==> config.mk <==
export PLATFORM = sky130hd
export DESIGN_NAME = valve_actuation_priority
export DESIGN_NICKNAME = d
export VERILOG_FILES = /design/src/valve_pkg.sv /design/src/input_sync.sv /design/src/valve_actuation_priority.sv
export VERILOG_INCLUDE_DIRS = /design/src /design/src/src
export SDC_FILE = /design/constraint.sdc
export NUM_CORES = 1
export LEC_CHECK = 0
export BUFFER_PORTS_ARGS = -buffer_cell sky130_fd_sc_hd__clkbuf_2
export CAP_MARGIN = 10
export CORE_MARGIN = 1.5
export CORE_UTILIZATION = 55
export CTS_CLUSTER_DIAMETER = 100
export DETAILED_ROUTE_END_ITERATION = 12
export HOLD_SLACK_MARGIN = 0.03
export PLACE_DENSITY_LB_ADDON = 0.3
export SLEW_MARGIN = 0
export SYNTH_ARGS = -nofsm -noshare
export SYNTH_HDL_FRONTEND = slang
export SYNTH_SLANG_ARGS = --single-unit
export TNS_END_PERCENT = 10
==> constraint.sdc <==
create_clock -name hclk -period 4 [get_ports hclk]
set_input_delay 0.6 -clock hclk [delete_from_list [all_inputs] [get_ports hclk]]
set_output_delay 0.6 -clock hclk [all_outputs]
set_load 0.1 [all_outputs]
==> src/valve_consts.svh <==
// Constants for the valve actuation priority block
`ifndef VALVE_CONSTS_SVH
`define VALVE_CONSTS_SVH
`define NS_CMD_COUNT      14
`define DIV_COUNT         2
`define MOD_COUNT         2
`define REG_CTRL          32'h0000_0000
`define REG_STATUS        32'h0000_0004
`define REG_NSCMD         32'h0000_0008
`define REG_FORCE         32'h0000_000C
`define CTRL_RESET_VAL    32'h0000_0000
`define CTRL_BIT_OPEN_REQ 0
`define CTRL_BIT_MOD_EN0  1
`define CTRL_BIT_MOD_EN1  2
`define NS_BIT_OPEN       0
`define NS_BIT_CLOSE      1
`define HTRANS_NONSEQ_BIT 1
`endif

==> src/valve_pkg.sv <==
// Types for the valve actuation priority block
package valve_pkg;
  typedef enum logic [2:0] {
    ST_NORMAL = 3'b001,
    ST_SEALED = 3'b010,
    ST_RELEASE = 3'b100
  } seal_state_e;
endpackage : valve_pkg

==> src/input_sync.sv <==
// Two-stage synchroniser for a vector of pin inputs
`timescale 1ns/10ps
`default_nettype none
module input_sync #(
  parameter int WIDTH = 1
) (
  input  wire logic             hclk,
  input  wire logic             hresetn,
  input  wire logic [WIDTH-1:0] din,
  output var  logic [WIDTH-1:0] dout
);
  typedef struct packed {
    logic [WIDTH-1:0] stage1;
    logic [WIDTH-1:0] stage2;
  } sync_s;

  sync_s st_ff;
  sync_s nxt_st;

  always_comb begin
    nxt_st.stage1 = din;
    nxt_st.stage2 = st_ff.stage1;
  end

  always_ff @(posedge hclk or negedge hresetn) begin
    if (!hresetn) begin
      st_ff <= '0;
    end else begin
      st_ff <= nxt_st;
    end
  end

  assign dout = st_ff.stage2;
endmodule : input_sync
`default_nettype wire

==> src/valve_actuation_priority.sv <==
// Actuation priority logic for one safety valve with AHB-Lite registers
// Behaviour
// - Protective demand is latched in a seal-in state until completed.
// - Seal-in clears only after feedback shows the valve at demanded position.
// - Protective actuation de-energizes solenoid outputs; no drive means safe.
// - Valve command closed whenever either division solenoid is de-energized.
// - Valve open command only when both division solenoids are energized.
// - Solenoid energized to open; either redundant module may supply drive.
// - Solenoid de-energized only when both redundant module outputs are off.
// - Each division has exactly one nonsafety enable input from one switch.
// - The division enable applies to all safety component outputs at once.
// - Nonsafety commands arrive on 14 separate hardwired discrete inputs.
// - Valve logic duplicated per module; one remaining module stays functional.
`timescale 1ns/10ps
`default_nettype none
`include "valve_consts.svh"
module valve_actuation_priority (
  input  wire logic                      hclk,
  input  wire logic                      hresetn,
  input  wire logic                      hsel,
  input  wire logic [31:0]               haddr,
  input  wire logic [1:0]                htrans,
  input  wire logic                      hwrite,
  input  wire logic [2:0]                hsize,
  input  wire logic [31:0]               hwdata,
  input  wire logic                      hready,
  output var  logic [31:0]               hrdata,
  output var  logic                      hreadyout,
  output var  logic                      hresp,
  input  wire logic [`DIV_COUNT-1:0]     protective_demand,
  input  wire logic [`DIV_COUNT-1:0]     nonsafety_enable,
  input  wire logic [`NS_CMD_COUNT-1:0]  nonsafety_cmd,
  input  wire logic [`DIV_COUNT-1:0]     pos_closed_fb,
  output var  logic [`DIV_COUNT*`MOD_COUNT-1:0] module_drive,
  output var  logic [`DIV_COUNT-1:0]     solenoid_energized,
  output var  logic                      valve_open_cmd,
  output var  logic [`DIV_COUNT-1:0]     seal_in_active
);
  localparam int PIN_W = 2*`DIV_COUNT + `NS_CMD_COUNT + `DIV_COUNT;

  typedef struct packed {
    logic                              bus_pend;
    logic                              bus_wr;
    logic [3:0]                        bus_addr;
    logic [31:0]                       ctrl;
    logic [31:0]                       rdata;
    valve_pkg::seal_state_e [`DIV_COUNT-1:0] seal;
    logic [`DIV_COUNT*`MOD_COUNT-1:0]  drive;
    logic [`DIV_COUNT-1:0]             sol;
    logic                              open;
    logic [`DIV_COUNT-1:0]             sealed;
  } state_s;

  state_s st_ff;
  state_s nxt_st;

  logic [PIN_W-1:0]              pins_sync;
  logic [`DIV_COUNT-1:0]         dem_s;
  logic [`DIV_COUNT-1:0]         ens_s;
  logic [`NS_CMD_COUNT-1:0]      cmd_s;
  logic [`DIV_COUNT-1:0]         fb_s;

  // All field pins pass two flip-flops before use
  input_sync #(
    .WIDTH(PIN_W)
  ) u_pin_sync (
    .hclk    (hclk),
    .hresetn (hresetn),
    .din     ({protective_demand, nonsafety_enable, nonsafety_cmd, pos_closed_fb}),
    .dout    (pins_sync)
  );

  assign {dem_s, ens_s, cmd_s, fb_s} = pins_sync;

  logic                      bus_take;
  logic [`DIV_COUNT-1:0]     ns_open;
  logic [`DIV_COUNT-1:0]     ns_close;
  logic [`DIV_COUNT-1:0]     trip;
  logic [`DIV_COUNT*`MOD_COUNT-1:0] mod_in_service;

  assign bus_take = hsel && hready && htrans[`HTRANS_NONSEQ_BIT];

  always_comb begin
    nxt_st = st_ff;
    ns_open = '0;
    ns_close = '0;
    trip = '0;
    mod_in_service = '0;

    // Bus slave: zero wait states, data phase one cycle after address
    nxt_st.bus_pend = bus_take;
    if (bus_take) begin
      nxt_st.bus_wr = hwrite;
      nxt_st.bus_addr = haddr[3:0];
    end
    if (st_ff.bus_pend && st_ff.bus_wr && ({28'h0000000, st_ff.bus_addr} == `REG_CTRL)) begin
      nxt_st.ctrl = hwdata;
    end
    if (bus_take && !hwrite) begin
      case ({28'h0000000, haddr[3:0]})
        `REG_CTRL:   nxt_st.rdata = st_ff.ctrl;
        `REG_STATUS: nxt_st.rdata = {23'h000000, st_ff.open, st_ff.sol, st_ff.sealed, st_ff.drive};
        `REG_NSCMD:  nxt_st.rdata = {16'h0000, ens_s, cmd_s};
        `REG_FORCE:  nxt_st.rdata = {28'h0000000, fb_s, dem_s};
        default:     nxt_st.rdata = 32'h0000_0000;
      endcase
    end

    for (int d = 0; d < `DIV_COUNT; d++) begin
      // One enable per division gates the open and close commands at once; the CTRL open request bypasses it
      ns_open[d]  = ens_s[d] && cmd_s[`NS_BIT_OPEN];
      ns_close[d] = ens_s[d] && cmd_s[`NS_BIT_CLOSE];

      case (st_ff.seal[d])
        valve_pkg::ST_NORMAL: begin
          if (dem_s[d]) begin
            nxt_st.seal[d] = valve_pkg::ST_SEALED;
          end
        end
        valve_pkg::ST_SEALED: begin
          // Held even if the demand drops, until position reached
          if (fb_s[d]) begin
            nxt_st.seal[d] = valve_pkg::ST_RELEASE;
          end
        end
        valve_pkg::ST_RELEASE: begin
          if (dem_s[d]) begin
            nxt_st.seal[d] = valve_pkg::ST_SEALED;
          end else begin
            nxt_st.seal[d] = valve_pkg::ST_NORMAL;
          end
        end
        default: nxt_st.seal[d] = valve_pkg::ST_SEALED;
      endcase

      // Seal-in or live demand wins over nonsafety open
      trip[d] = dem_s[d] || (st_ff.seal[d] == valve_pkg::ST_SEALED) || ns_close[d];

      for (int m = 0; m < `MOD_COUNT; m++) begin
        mod_in_service[d*`MOD_COUNT+m] = st_ff.ctrl[`CTRL_BIT_MOD_EN0+m] == 1'b0;
        // Each module runs identical logic; removed module drops drive
        nxt_st.drive[d*`MOD_COUNT+m] = mod_in_service[d*`MOD_COUNT+m] && !trip[d] &&
          (ns_open[d] || st_ff.ctrl[`CTRL_BIT_OPEN_REQ] || st_ff.sol[d]);
      end
      // Solenoid energized by either module, off only when both off
      nxt_st.sol[d] = |st_ff.drive[d*`MOD_COUNT +: `MOD_COUNT];
      nxt_st.sealed[d] = st_ff.seal[d] == valve_pkg::ST_SEALED;
    end
    // Open only with both divisions energized; any one off closes
    nxt_st.open = &st_ff.sol;
  end

  always_ff @(posedge hclk or negedge hresetn) begin
    if (!hresetn) begin
      st_ff.bus_pend <= 1'b0;
      st_ff.bus_wr <= 1'b0;
      st_ff.bus_addr <= 4'h0;
      st_ff.ctrl <= `CTRL_RESET_VAL;
      st_ff.rdata <= 32'h0000_0000;
      st_ff.seal <= '{default: valve_pkg::ST_NORMAL};
      st_ff.drive <= '0;
      st_ff.sol <= '0;
      st_ff.open <= 1'b0;
      st_ff.sealed <= '0;
    end else begin
      st_ff <= nxt_st;
    end
  end

  assign hrdata = st_ff.rdata;
  assign hreadyout = 1'b1;
  assign hresp = 1'b0;
  assign module_drive = st_ff.drive;
  assign solenoid_energized = st_ff.sol;
  assign valve_open_cmd = st_ff.open;
  assign seal_in_active = st_ff.sealed;
endmodule : valve_actuation_priority
`default_nettype wire

==> results of run 1 <==
[worst paths after layout]
path	start	end	slack, ns	cells past startpoint
setup / recovery	solenoid_energized[0]	solenoid_energized[0]	1.97	1
hold / removal	hresetn	hrdata[24]	0.15	1
setup reg to reg	st_ff[80]	st_ff[53]	1.98	3
hold reg to reg	u_pin_sync.nxt_st[13]	u_pin_sync.dout[13]	0.35	0
max in group asynchronous	hresetn	st_ff[12]	3.01	2
min in group hclk	nonsafety_cmd[10]	u_pin_sync.nxt_st[12]	0.19	1
[sequential cells by signal, summed over array words and instances (netlist names)]
name	flops
hrdata	32
module_drive	4
u_pin_sync.dout	20
seal_in_active	2
u_pin_sync.nxt_st	20
solenoid_energized	2
st_ff	44
valve_open_cmd	1
[per-stage QoR]
step | total power, mW | setup WS [ns] | std cells | area, sq um | hold slack, ns
finish | 3.82 | 1.97 | 538 | 5720 | 0.154
CTS | 3.85 | 1.95 | 538 | 5720 | 0.174
global route | 3.96 | 1.83 | 538 | 5720 | 0.167
floorplan | 2.07 | 2.48 | 352 | 4810 | 0.304
detailed placement | 2.18 | 1.66 | 506 | 5070 | 0.335
global placement | 2.16 | 1.70 | 506 | 5070 | 0.333
[Yosys cell counts (all sizes together) (2+ instances only)]
cell / instances
a2111o: 2
a211oi: 2
a22o: 4
a32oi: 5
and2: 3
buf: 52
clkbuf: 3
conb: 2
dfrtp: 123
dfstp: 2
mux2: 41
mux2i: 7
mux4: 4
nand2: 45
nor2: 6
nor3: 5
nor3b: 2
nor4: 2
o21ai: 28
or2: 2
xnor2: 2
[logic make-up after synthesis]
family,synth area share [%]
xor+xnor,0.364
flops,65.1
mux,12.9
simple gates,6.94
buf+inv,8.71
other cells,0.156
compound gates,5.85
[layer usage]
layer  routed length (um)  vias to the layer above  part of all wire (%)
met5                    0                        -                     0
met4                  138                        0                   1.6
met3                  491                       15                   5.7
met2                 4300                       87                    50
met1                 3680                     1377                    43
li1                     -                     1304                     -
[area by class of cell]
cell class / instances / share of cell area (%)
sequential: 125 / 54.7
multi-input combinational: 171 / 22.1
timing repair buffer: 104 / 9.44
clock buffer: 19 / 7.72
clock inverter: 13 / 3.72
tap: 105 / 2.30
inverter: 1 / 0.0656
[where the power goes]
part           total [mW]  switching (mW)  leakage [nW]  internal (mW)
Clock                1.65           0.542         0.311           1.11
Sequential           1.56           0.115          1.59           1.45
Combinational       0.602           0.407         0.883          0.195
==> results.toml, run 1 <==
[synthesis]
ys_seq_elements = 125
yosys.area.top_type = "dfrtp_1"
yosysWarnings = 0
synthesis.area_sq_um = 4810
syn_inst = 352
ys_types = 38
synth_edf_count = 0
ys.flop_type = "dfrtp_1"
synth_nets = 446
synth.avg_cell_area_sq_um = 13.7
synth_top_area_share_pct = 64.0
yosysSeqAreaShare_pct = 65.1
synthTopCellsByArea = "dfrtp_1 (64%), mux2_2 (8.7%), buf_4 (6.7%)"
async_reset_ff_share_pct = 100

[final_layout]
layout_common_cells = "dfrtp_1 (123), clkbuf_2 (101), nand2_1 (45)"
drive_gt1_share_pct = 42.5
syn_to_final_growth_pct = 19.0
multiInputGateArea_sq_um = 1260
final_common_cell = "dfrtp_1"
final_util_pct = 68.6
fill_cells = 600
nNetsFinal = 514
antenna-diode-count = 0
regArea_sq_um = 3130

[clocking]
numClockSinks = 125
post_cts_buffers = 0
cts_made_buffers = 17
cts_hold_buffers = 0
cts_buffer_depth = 2
cts.clk_slew.worst_paths_ns = 0.06
cts_resized = 0
clk_latency_ns = 0.51
clock-root-buffer = "clkbuf_8"
htreeDepth = 4
cts_tree = "yes"

[critical_path]
cp_num_buf_inv = 1
critical_path.slowest_cell = "clkbuf_2"
cp.arrival_ns = 1.43
crit_fanout = 4
start_kind = "flop"
path_cells = "clkbuf_2"
cp_top_family = "buffers and inverters"
endpoint_kind = "output port"
cp.required_ns = 3.40
crit_type = "reg2out"
slowest_delay_ns = 0.49

[sta]
timing.fmax_mhz = 492
tns_ns = 0
period_minus_slack_ns = 2.03
finalCritPeriodShare_pct = 50.8
timing_worst_slew_pin_value_ns = 0.895
timing_hold_violations_final = 0
slew-limit-headroom_pct = 39.9
clock_skew_ns = 0.00658
slew_violations = 0
setup_viol = 0
rsz0062_at_grt = "false"

[floorplanning]
io_pins = 137
core_sq_um = 8340
die_y_um = 96.5
chipWidth_um = 96.5
core.rowCount = 33
design.die.area_sq_um = 9320
start_util_pct = 57.7

[detailed_routing]
wl_per_cell_um = 16.0
first_pass_iters = 4
drc_errors = 0
vias_per_cell = 5.17
via_count = 2783
postRouteWirelength_mm = 8.62
antenna_left = 0
first_iter_violations = 82

[global_route]
grt_util_met1_pct = 24.8
grt_pass1_vias = 2804
grt_pass1_wl_mm = 13.6
grt_max_degree = 67
antenna_found_initial = 0
grtUsageTotal_pct = 20.3
busiest_layer = "met2"
grt_util_met2_pct = 32.3
use_met3_pct = 7.43
grt-ovfl-total = 0

[power]
power.leakage_nw = 2.79
vdd_drop_max_uv = 397
p_per_area_nw_per_um2 = 667

[run_status]
status = "complete, no violations"

[placed_design]
hpwl_mm = 5.59
portBuffers = 102
gp_congestion = 0.746

[worst_hold_path]
hold_path_class = "in2async"

[flow_run]
maxCapViolations = 0
(Power assumes the default switching activity.)
==> inputs of run 2 (changes only) <==
--- a/config.mk
+++ b/config.mk
@@ -9,7 +9,7 @@
 export BUFFER_PORTS_ARGS = -buffer_cell sky130_fd_sc_hd__clkbuf_2
 export CAP_MARGIN = 10
 export CORE_MARGIN = 1.5
-export CORE_UTILIZATION = 55
+export CORE_UTILIZATION = 47
 export CTS_CLUSTER_DIAMETER = 100
 export DETAILED_ROUTE_END_ITERATION = 12
 export HOLD_SLACK_MARGIN = 0.03
==> constraint.sdc (replaced) <==
create_clock -name hclk -period 1.82 [get_ports hclk]
set_input_delay 0.273 -clock hclk [delete_from_list [all_inputs] [get_ports hclk]]
set_output_delay 0.273 -clock hclk [all_outputs]
set_load 0.1 [all_outputs]
==> results.toml, run 2 (synthesized netlist as in run 1, its figures left out) <==
[run_status]
status = "complete, no violations"

[sta]
holdWs_ns = 0.170
tns_ns = 0
timing.fmax_mhz = 588
timing_hold_violations_final = 0
slew_violations = 0
period_minus_slack_ns = 1.70
clock_skew_ns = 0.00547
timing_worst_slew_pin_value_ns = 0.578
postLayoutSetupSlackWorst_ns = 0.118
finalCritPeriodShare_pct = 93.5
slew-limit-headroom_pct = 61.5
rsz0062_at_grt = "false"
setup_viol = 0

[critical_path]
cp.required_ns = 1.55
cp_top_family = "buffers and inverters"
cp.arrival_ns = 1.43
crit_fanout = 4
critical_path.slowest_cell = "clkbuf_2"
path_cells = "clkbuf_2"
start_kind = "flop"
cp_num_buf_inv = 1
slowest_delay_ns = 0.49
crit_type = "reg2out"
endpoint_kind = "output port"

[placed_design]
placed_cells = 544
preCtsSetupSlack_ns = 0.188
portBuffers = 102
hpwl_mm = 6.10
gp_congestion = 0.759
dpl_cell_area_sq_um = 5230

[final_layout]
nNetsFinal = 577
final_common_cell = "dfrtp_1"
max_flop_register = "st_ff"
layout_common_cells = "dfrtp_1 (123), clkbuf_2 (101), dlygate4sd3_1 (53)"
largest_reg_flops = 44
stdcell_area_sq_um = 6340
antenna-diode-count = 0
stdcell_count = 629
multiInputGateArea_sq_um = 1260
regArea_sq_um = 3130
drive_gt1_share_pct = 38.9
syn_to_final_growth_pct = 31.7
fill_cells = 724

[clocking]
cts_buffer_depth = 2
post_cts_buffers = 0
numClockSinks = 125
cts_tree = "yes"
clk_latency_ns = 0.51
clock-root-buffer = "clkbuf_8"
cts.clk_slew.worst_paths_ns = 0.06
htreeDepth = 4
cts_made_buffers = 17

[global_route]
grt_pass1_wl_mm = 15.5
grt_max_degree = 53
busiest_layer = "met2"
grt_util_met2_pct = 30.1
grtUsageTotal_pct = 18.6
grt_pass1_vias = 3171
grt-ovfl-total = 0
grt_util_met1_pct = 24.0
use_met3_pct = 4.95
antenna_found_initial = 0

[worst_hold_path]
hold_path_class = "in2reg"

[floorplanning]
core_sq_um = 9860
core.rowCount = 36
start_util_pct = 48.8
io_pins = 137
die_y_um = 104
chipWidth_um = 104
design.die.area_sq_um = 10900

[detailed_routing]
via_count = 3012
antenna_left = 0
wl_per_cell_um = 14.9
first_pass_iters = 7
drc_errors = 0
vias_per_cell = 4.79
first_iter_violations = 112
postRouteWirelength_mm = 9.39

[power]
p_per_area_nw_per_um2 = 1270
power.leakage_nw = 3.05
vdd_drop_max_uv = 850

[flow_run]
maxCapViolations = 0
==> run 2: changes by cell type in the layout (fill, tap and decap cells not counted), sizes merged <==
cell / before / now
bufinv: 5 / 2
inv: 2 / 1
clkinv: 4 / 6
buf: 3 / 13
dlygate4sd3: 0 / 53
clkbuf: 120 / 122
==> run 2: path summary, 6_finish.rpt <==
| check | start | to | slack, ns | cells past startpoint |
|---|---|---|---|---|
| worst max-delay path | solenoid_energized[1] | solenoid_energized[1] | 0.12 | 1 |
| worst min-delay path | haddr[1] | st_ff[80] | 0.17 | 2 |
| worst max register to register | st_ff[80] | st_ff[57] | 0.20 | 4 |
| worst min register to register | u_pin_sync.nxt_st[3] | u_pin_sync.dout[3] | 0.34 | 0 |
| max in group asynchronous | hresetn | st_ff[65] | 0.95 | 3 |
| min in group asynchronous | hresetn | u_pin_sync.nxt_st[8] | 0.30 | 2 |
==> run 2: layer usage <==
| metal | vias up | routed length (um) |
|---|---|---|
| met4 | 0 | 102 |
| met5 | - | 0 |
| met1 | 1485 | 4130 |
| met3 | 9 | 314 |
| li1 | 1434 | - |
| met2 | 84 | 4840 |
==> run 2: stage by stage <==
step | utilization [%] | power [mW]
after floorplan | - | 4.55
after global placement | 53.0 | 4.77
after detailed placement | 53.0 | 4.82
after CTS | 64.2 | 8.14
after global routing | 64.2 | 8.39
final | 64.2 | 8.06
==> run 2: where the power goes <==
group	switching, mW	internal (mW)
Clock	1.15	2.04
Sequential	0.254	3.18
Combinational	0.904	0.521
Total	2.31	5.74
==> run 2: layout make-up <==
type,instances,share of cell area [%]
sequential,125,49.4
multi-input combinational,171,19.9
timing repair buffer,167,18.9
clock buffer,21,7.25
tap,133,2.63
clock inverter,11,1.84
inverter,1,0.0592
==> run 2: what timing repair did <==
| item | 4_1_cts | 5_1_grt |
|---|---|---|
| hold buffers | 53 | 0 |
| endpoints found under the hold margin | 87 | 0 |
| gates resized for setup | 0 | 0 |
==> inputs of run 3 (changes only) <==
--- a/config.mk
+++ b/config.mk
@@ -6,6 +6,7 @@
 export SDC_FILE = /design/constraint.sdc
 export NUM_CORES = 1
 export LEC_CHECK = 0
+export ABC_CLOCK_PERIOD_IN_PS = 1820
 export BUFFER_PORTS_ARGS = -buffer_cell sky130_fd_sc_hd__clkbuf_2
 export CAP_MARGIN = 10
 export CORE_MARGIN = 1.5
@@ -13,9 +14,9 @@
 export CTS_CLUSTER_DIAMETER = 100
 export DETAILED_ROUTE_END_ITERATION = 12
 export HOLD_SLACK_MARGIN = 0.03
-export PLACE_DENSITY_LB_ADDON = 0.3
+export PLACE_DENSITY = 0.86
 export SLEW_MARGIN = 0
 export SYNTH_ARGS = -nofsm -noshare
 export SYNTH_HDL_FRONTEND = slang
 export SYNTH_SLANG_ARGS = --single-unit
-export TNS_END_PERCENT = 10
+export TNS_END_PERCENT = 1
==> results.toml, run 3 (synthesized netlist as in run 1, its figures left out) <==
[critical_path]
slowest_delay_ns = 0.48
endpoint_kind = "output port"
path_cells = "buf_2"
cp.arrival_ns = 1.47
crit_fanout = 4
cp.required_ns = 1.55
cp_top_family = "flip-flops"
cp_num_buf_inv = 1
start_kind = "flop"
critical_path.slowest_cell = "dfrtp_1"
crit_type = "reg2out"

[clocking]
cts.clk_slew.worst_paths_ns = 0.06
clk_latency_ns = 0.52
post_cts_buffers = 0
clock-root-buffer = "clkbuf_8"
cts_buffer_depth = 2
numClockSinks = 125
cts_made_buffers = 17
cts_tree = "yes"
htreeDepth = 4

[flow_run]
maxCapViolations = 0

[sta]
tns_ns = 0
slew-limit-headroom_pct = 60.2
setup_viol = 0
timing_hold_violations_final = 0
clock_skew_ns = 0.00442
period_minus_slack_ns = 1.74
timing.fmax_mhz = 573
finalCritPeriodShare_pct = 95.9
timing_worst_slew_pin_value_ns = 0.593
rsz0062_at_grt = "false"
slew_violations = 0

[placed_design]
gp_congestion = 0.753
portBuffers = 102
dpl_cell_area_sq_um = 5180
hpwl_mm = 6.20

[final_layout]
layout_common_cells = "dfrtp_1 (123), clkbuf_2 (100), dlygate4sd3_1 (53)"
final_common_cell = "dfrtp_1"
antenna-diode-count = 0
syn_to_final_growth_pct = 30.7
fill_cells = 753
max_flop_register = "st_ff"
largest_reg_flops = 44
nNetsFinal = 574
drive_gt1_share_pct = 38.7
stdcell_area_sq_um = 6290

[detailed_routing]
first_pass_iters = 4
first_iter_violations = 159
wl_per_cell_um = 15.9
antenna_left = 0
drc_errors = 0
via_count = 3093
vias_per_cell = 4.94
postRouteWirelength_mm = 9.97

[floorplanning]
core.rowCount = 36
chipWidth_um = 104
start_util_pct = 48.8
design.die.area_sq_um = 10900
io_pins = 137
die_y_um = 104
core_sq_um = 9860

[power]
power.leakage_nw = 3.01
vdd_drop_max_uv = 1010
power.total_mw = 8.11
p_per_area_nw_per_um2 = 1290

[global_route]
grt_pass1_vias = 3369
antenna_found_initial = 0
grt_pass1_wl_mm = 16.8
grt-ovfl-total = 0
grt_max_degree = 58
grtUsageTotal_pct = 20.4

[run_status]
status = "complete, no violations"

[worst_hold_path]
hold_path_class = "in2reg"
-- run 3: path summary, 6_finish.rpt --
check	cells past startpoint	slack [ns]	startpoint	end
setup / recovery	1	0.08	solenoid_energized[1]	solenoid_energized[1]
hold / removal	2	0.14	haddr[1]	st_ff[80]
setup reg to reg	4	0.22	st_ff[80]	st_ff[75]
hold reg to reg	0	0.35	u_pin_sync.nxt_st[1]	u_pin_sync.dout[1]
max in group asynchronous	3	0.94	hresetn	st_ff[67]
min in group asynchronous	2	0.23	hresetn	u_pin_sync.nxt_st[6]
-- run 3: stage by stage --
| step | setup slack, ns | hold slack [ns] | utilization, % | std cells |
|---|---|---|---|---|
| 4_1_cts | 0.0213 | 0.122 | 63.8 | 626 |
| 3_3_place_gp | 0.234 | 0.229 | 52.5 | 541 |
| 5_1_grt | 0.00610 | 0.141 | 63.8 | 626 |
| 6_report | 0.0750 | 0.145 | 63.8 | 626 |
| 3_5_place_dp | 0.189 | 0.238 | 52.5 | 541 |
| 2_1_floorplan | 0.360 | -0.0226 | - | 352 |
-- run 3: repair_timing --
action | CTS | global route
setup endpoints to repair | 0 | 1
endpoints found under the hold margin | 82 | 0
hold buffers | 53 | 0
resized for setup | 0 | 1
-- run 3: final cells by class --
class | instances | area, sq um | share of cell area (%)
clock buffers | 17 | 414 | 6.58
clock inverters | 15 | 164 | 2.61
inverters | 1 | 3.75 | 0.0597
multi-input cells | 171 | 1260 | 20.1
flip-flops and latches | 125 | 3130 | 49.8
well taps | 133 | 166 | 2.65
repair buffers | 164 | 1150 | 18.3
-- run 3: power by group --
group	internal [mW]	switching, mW
clock	1.97	1.26
combinational	0.512	0.922
sequential	3.18	0.263
-- run 3: metal layers --
metal / wire length (um) / track usage [%] / up-vias / share of wire [%]
met5: 0 / 0 / - / 0
met4: 274 / 10.8 / 0 / 2.7
met3: 482 / 5.45 / 27 / 4.8
met2: 5230 / 34.6 / 113 / 53
met1: 3970 / 23.8 / 1530 / 40
li1: - / - / 1423 / -
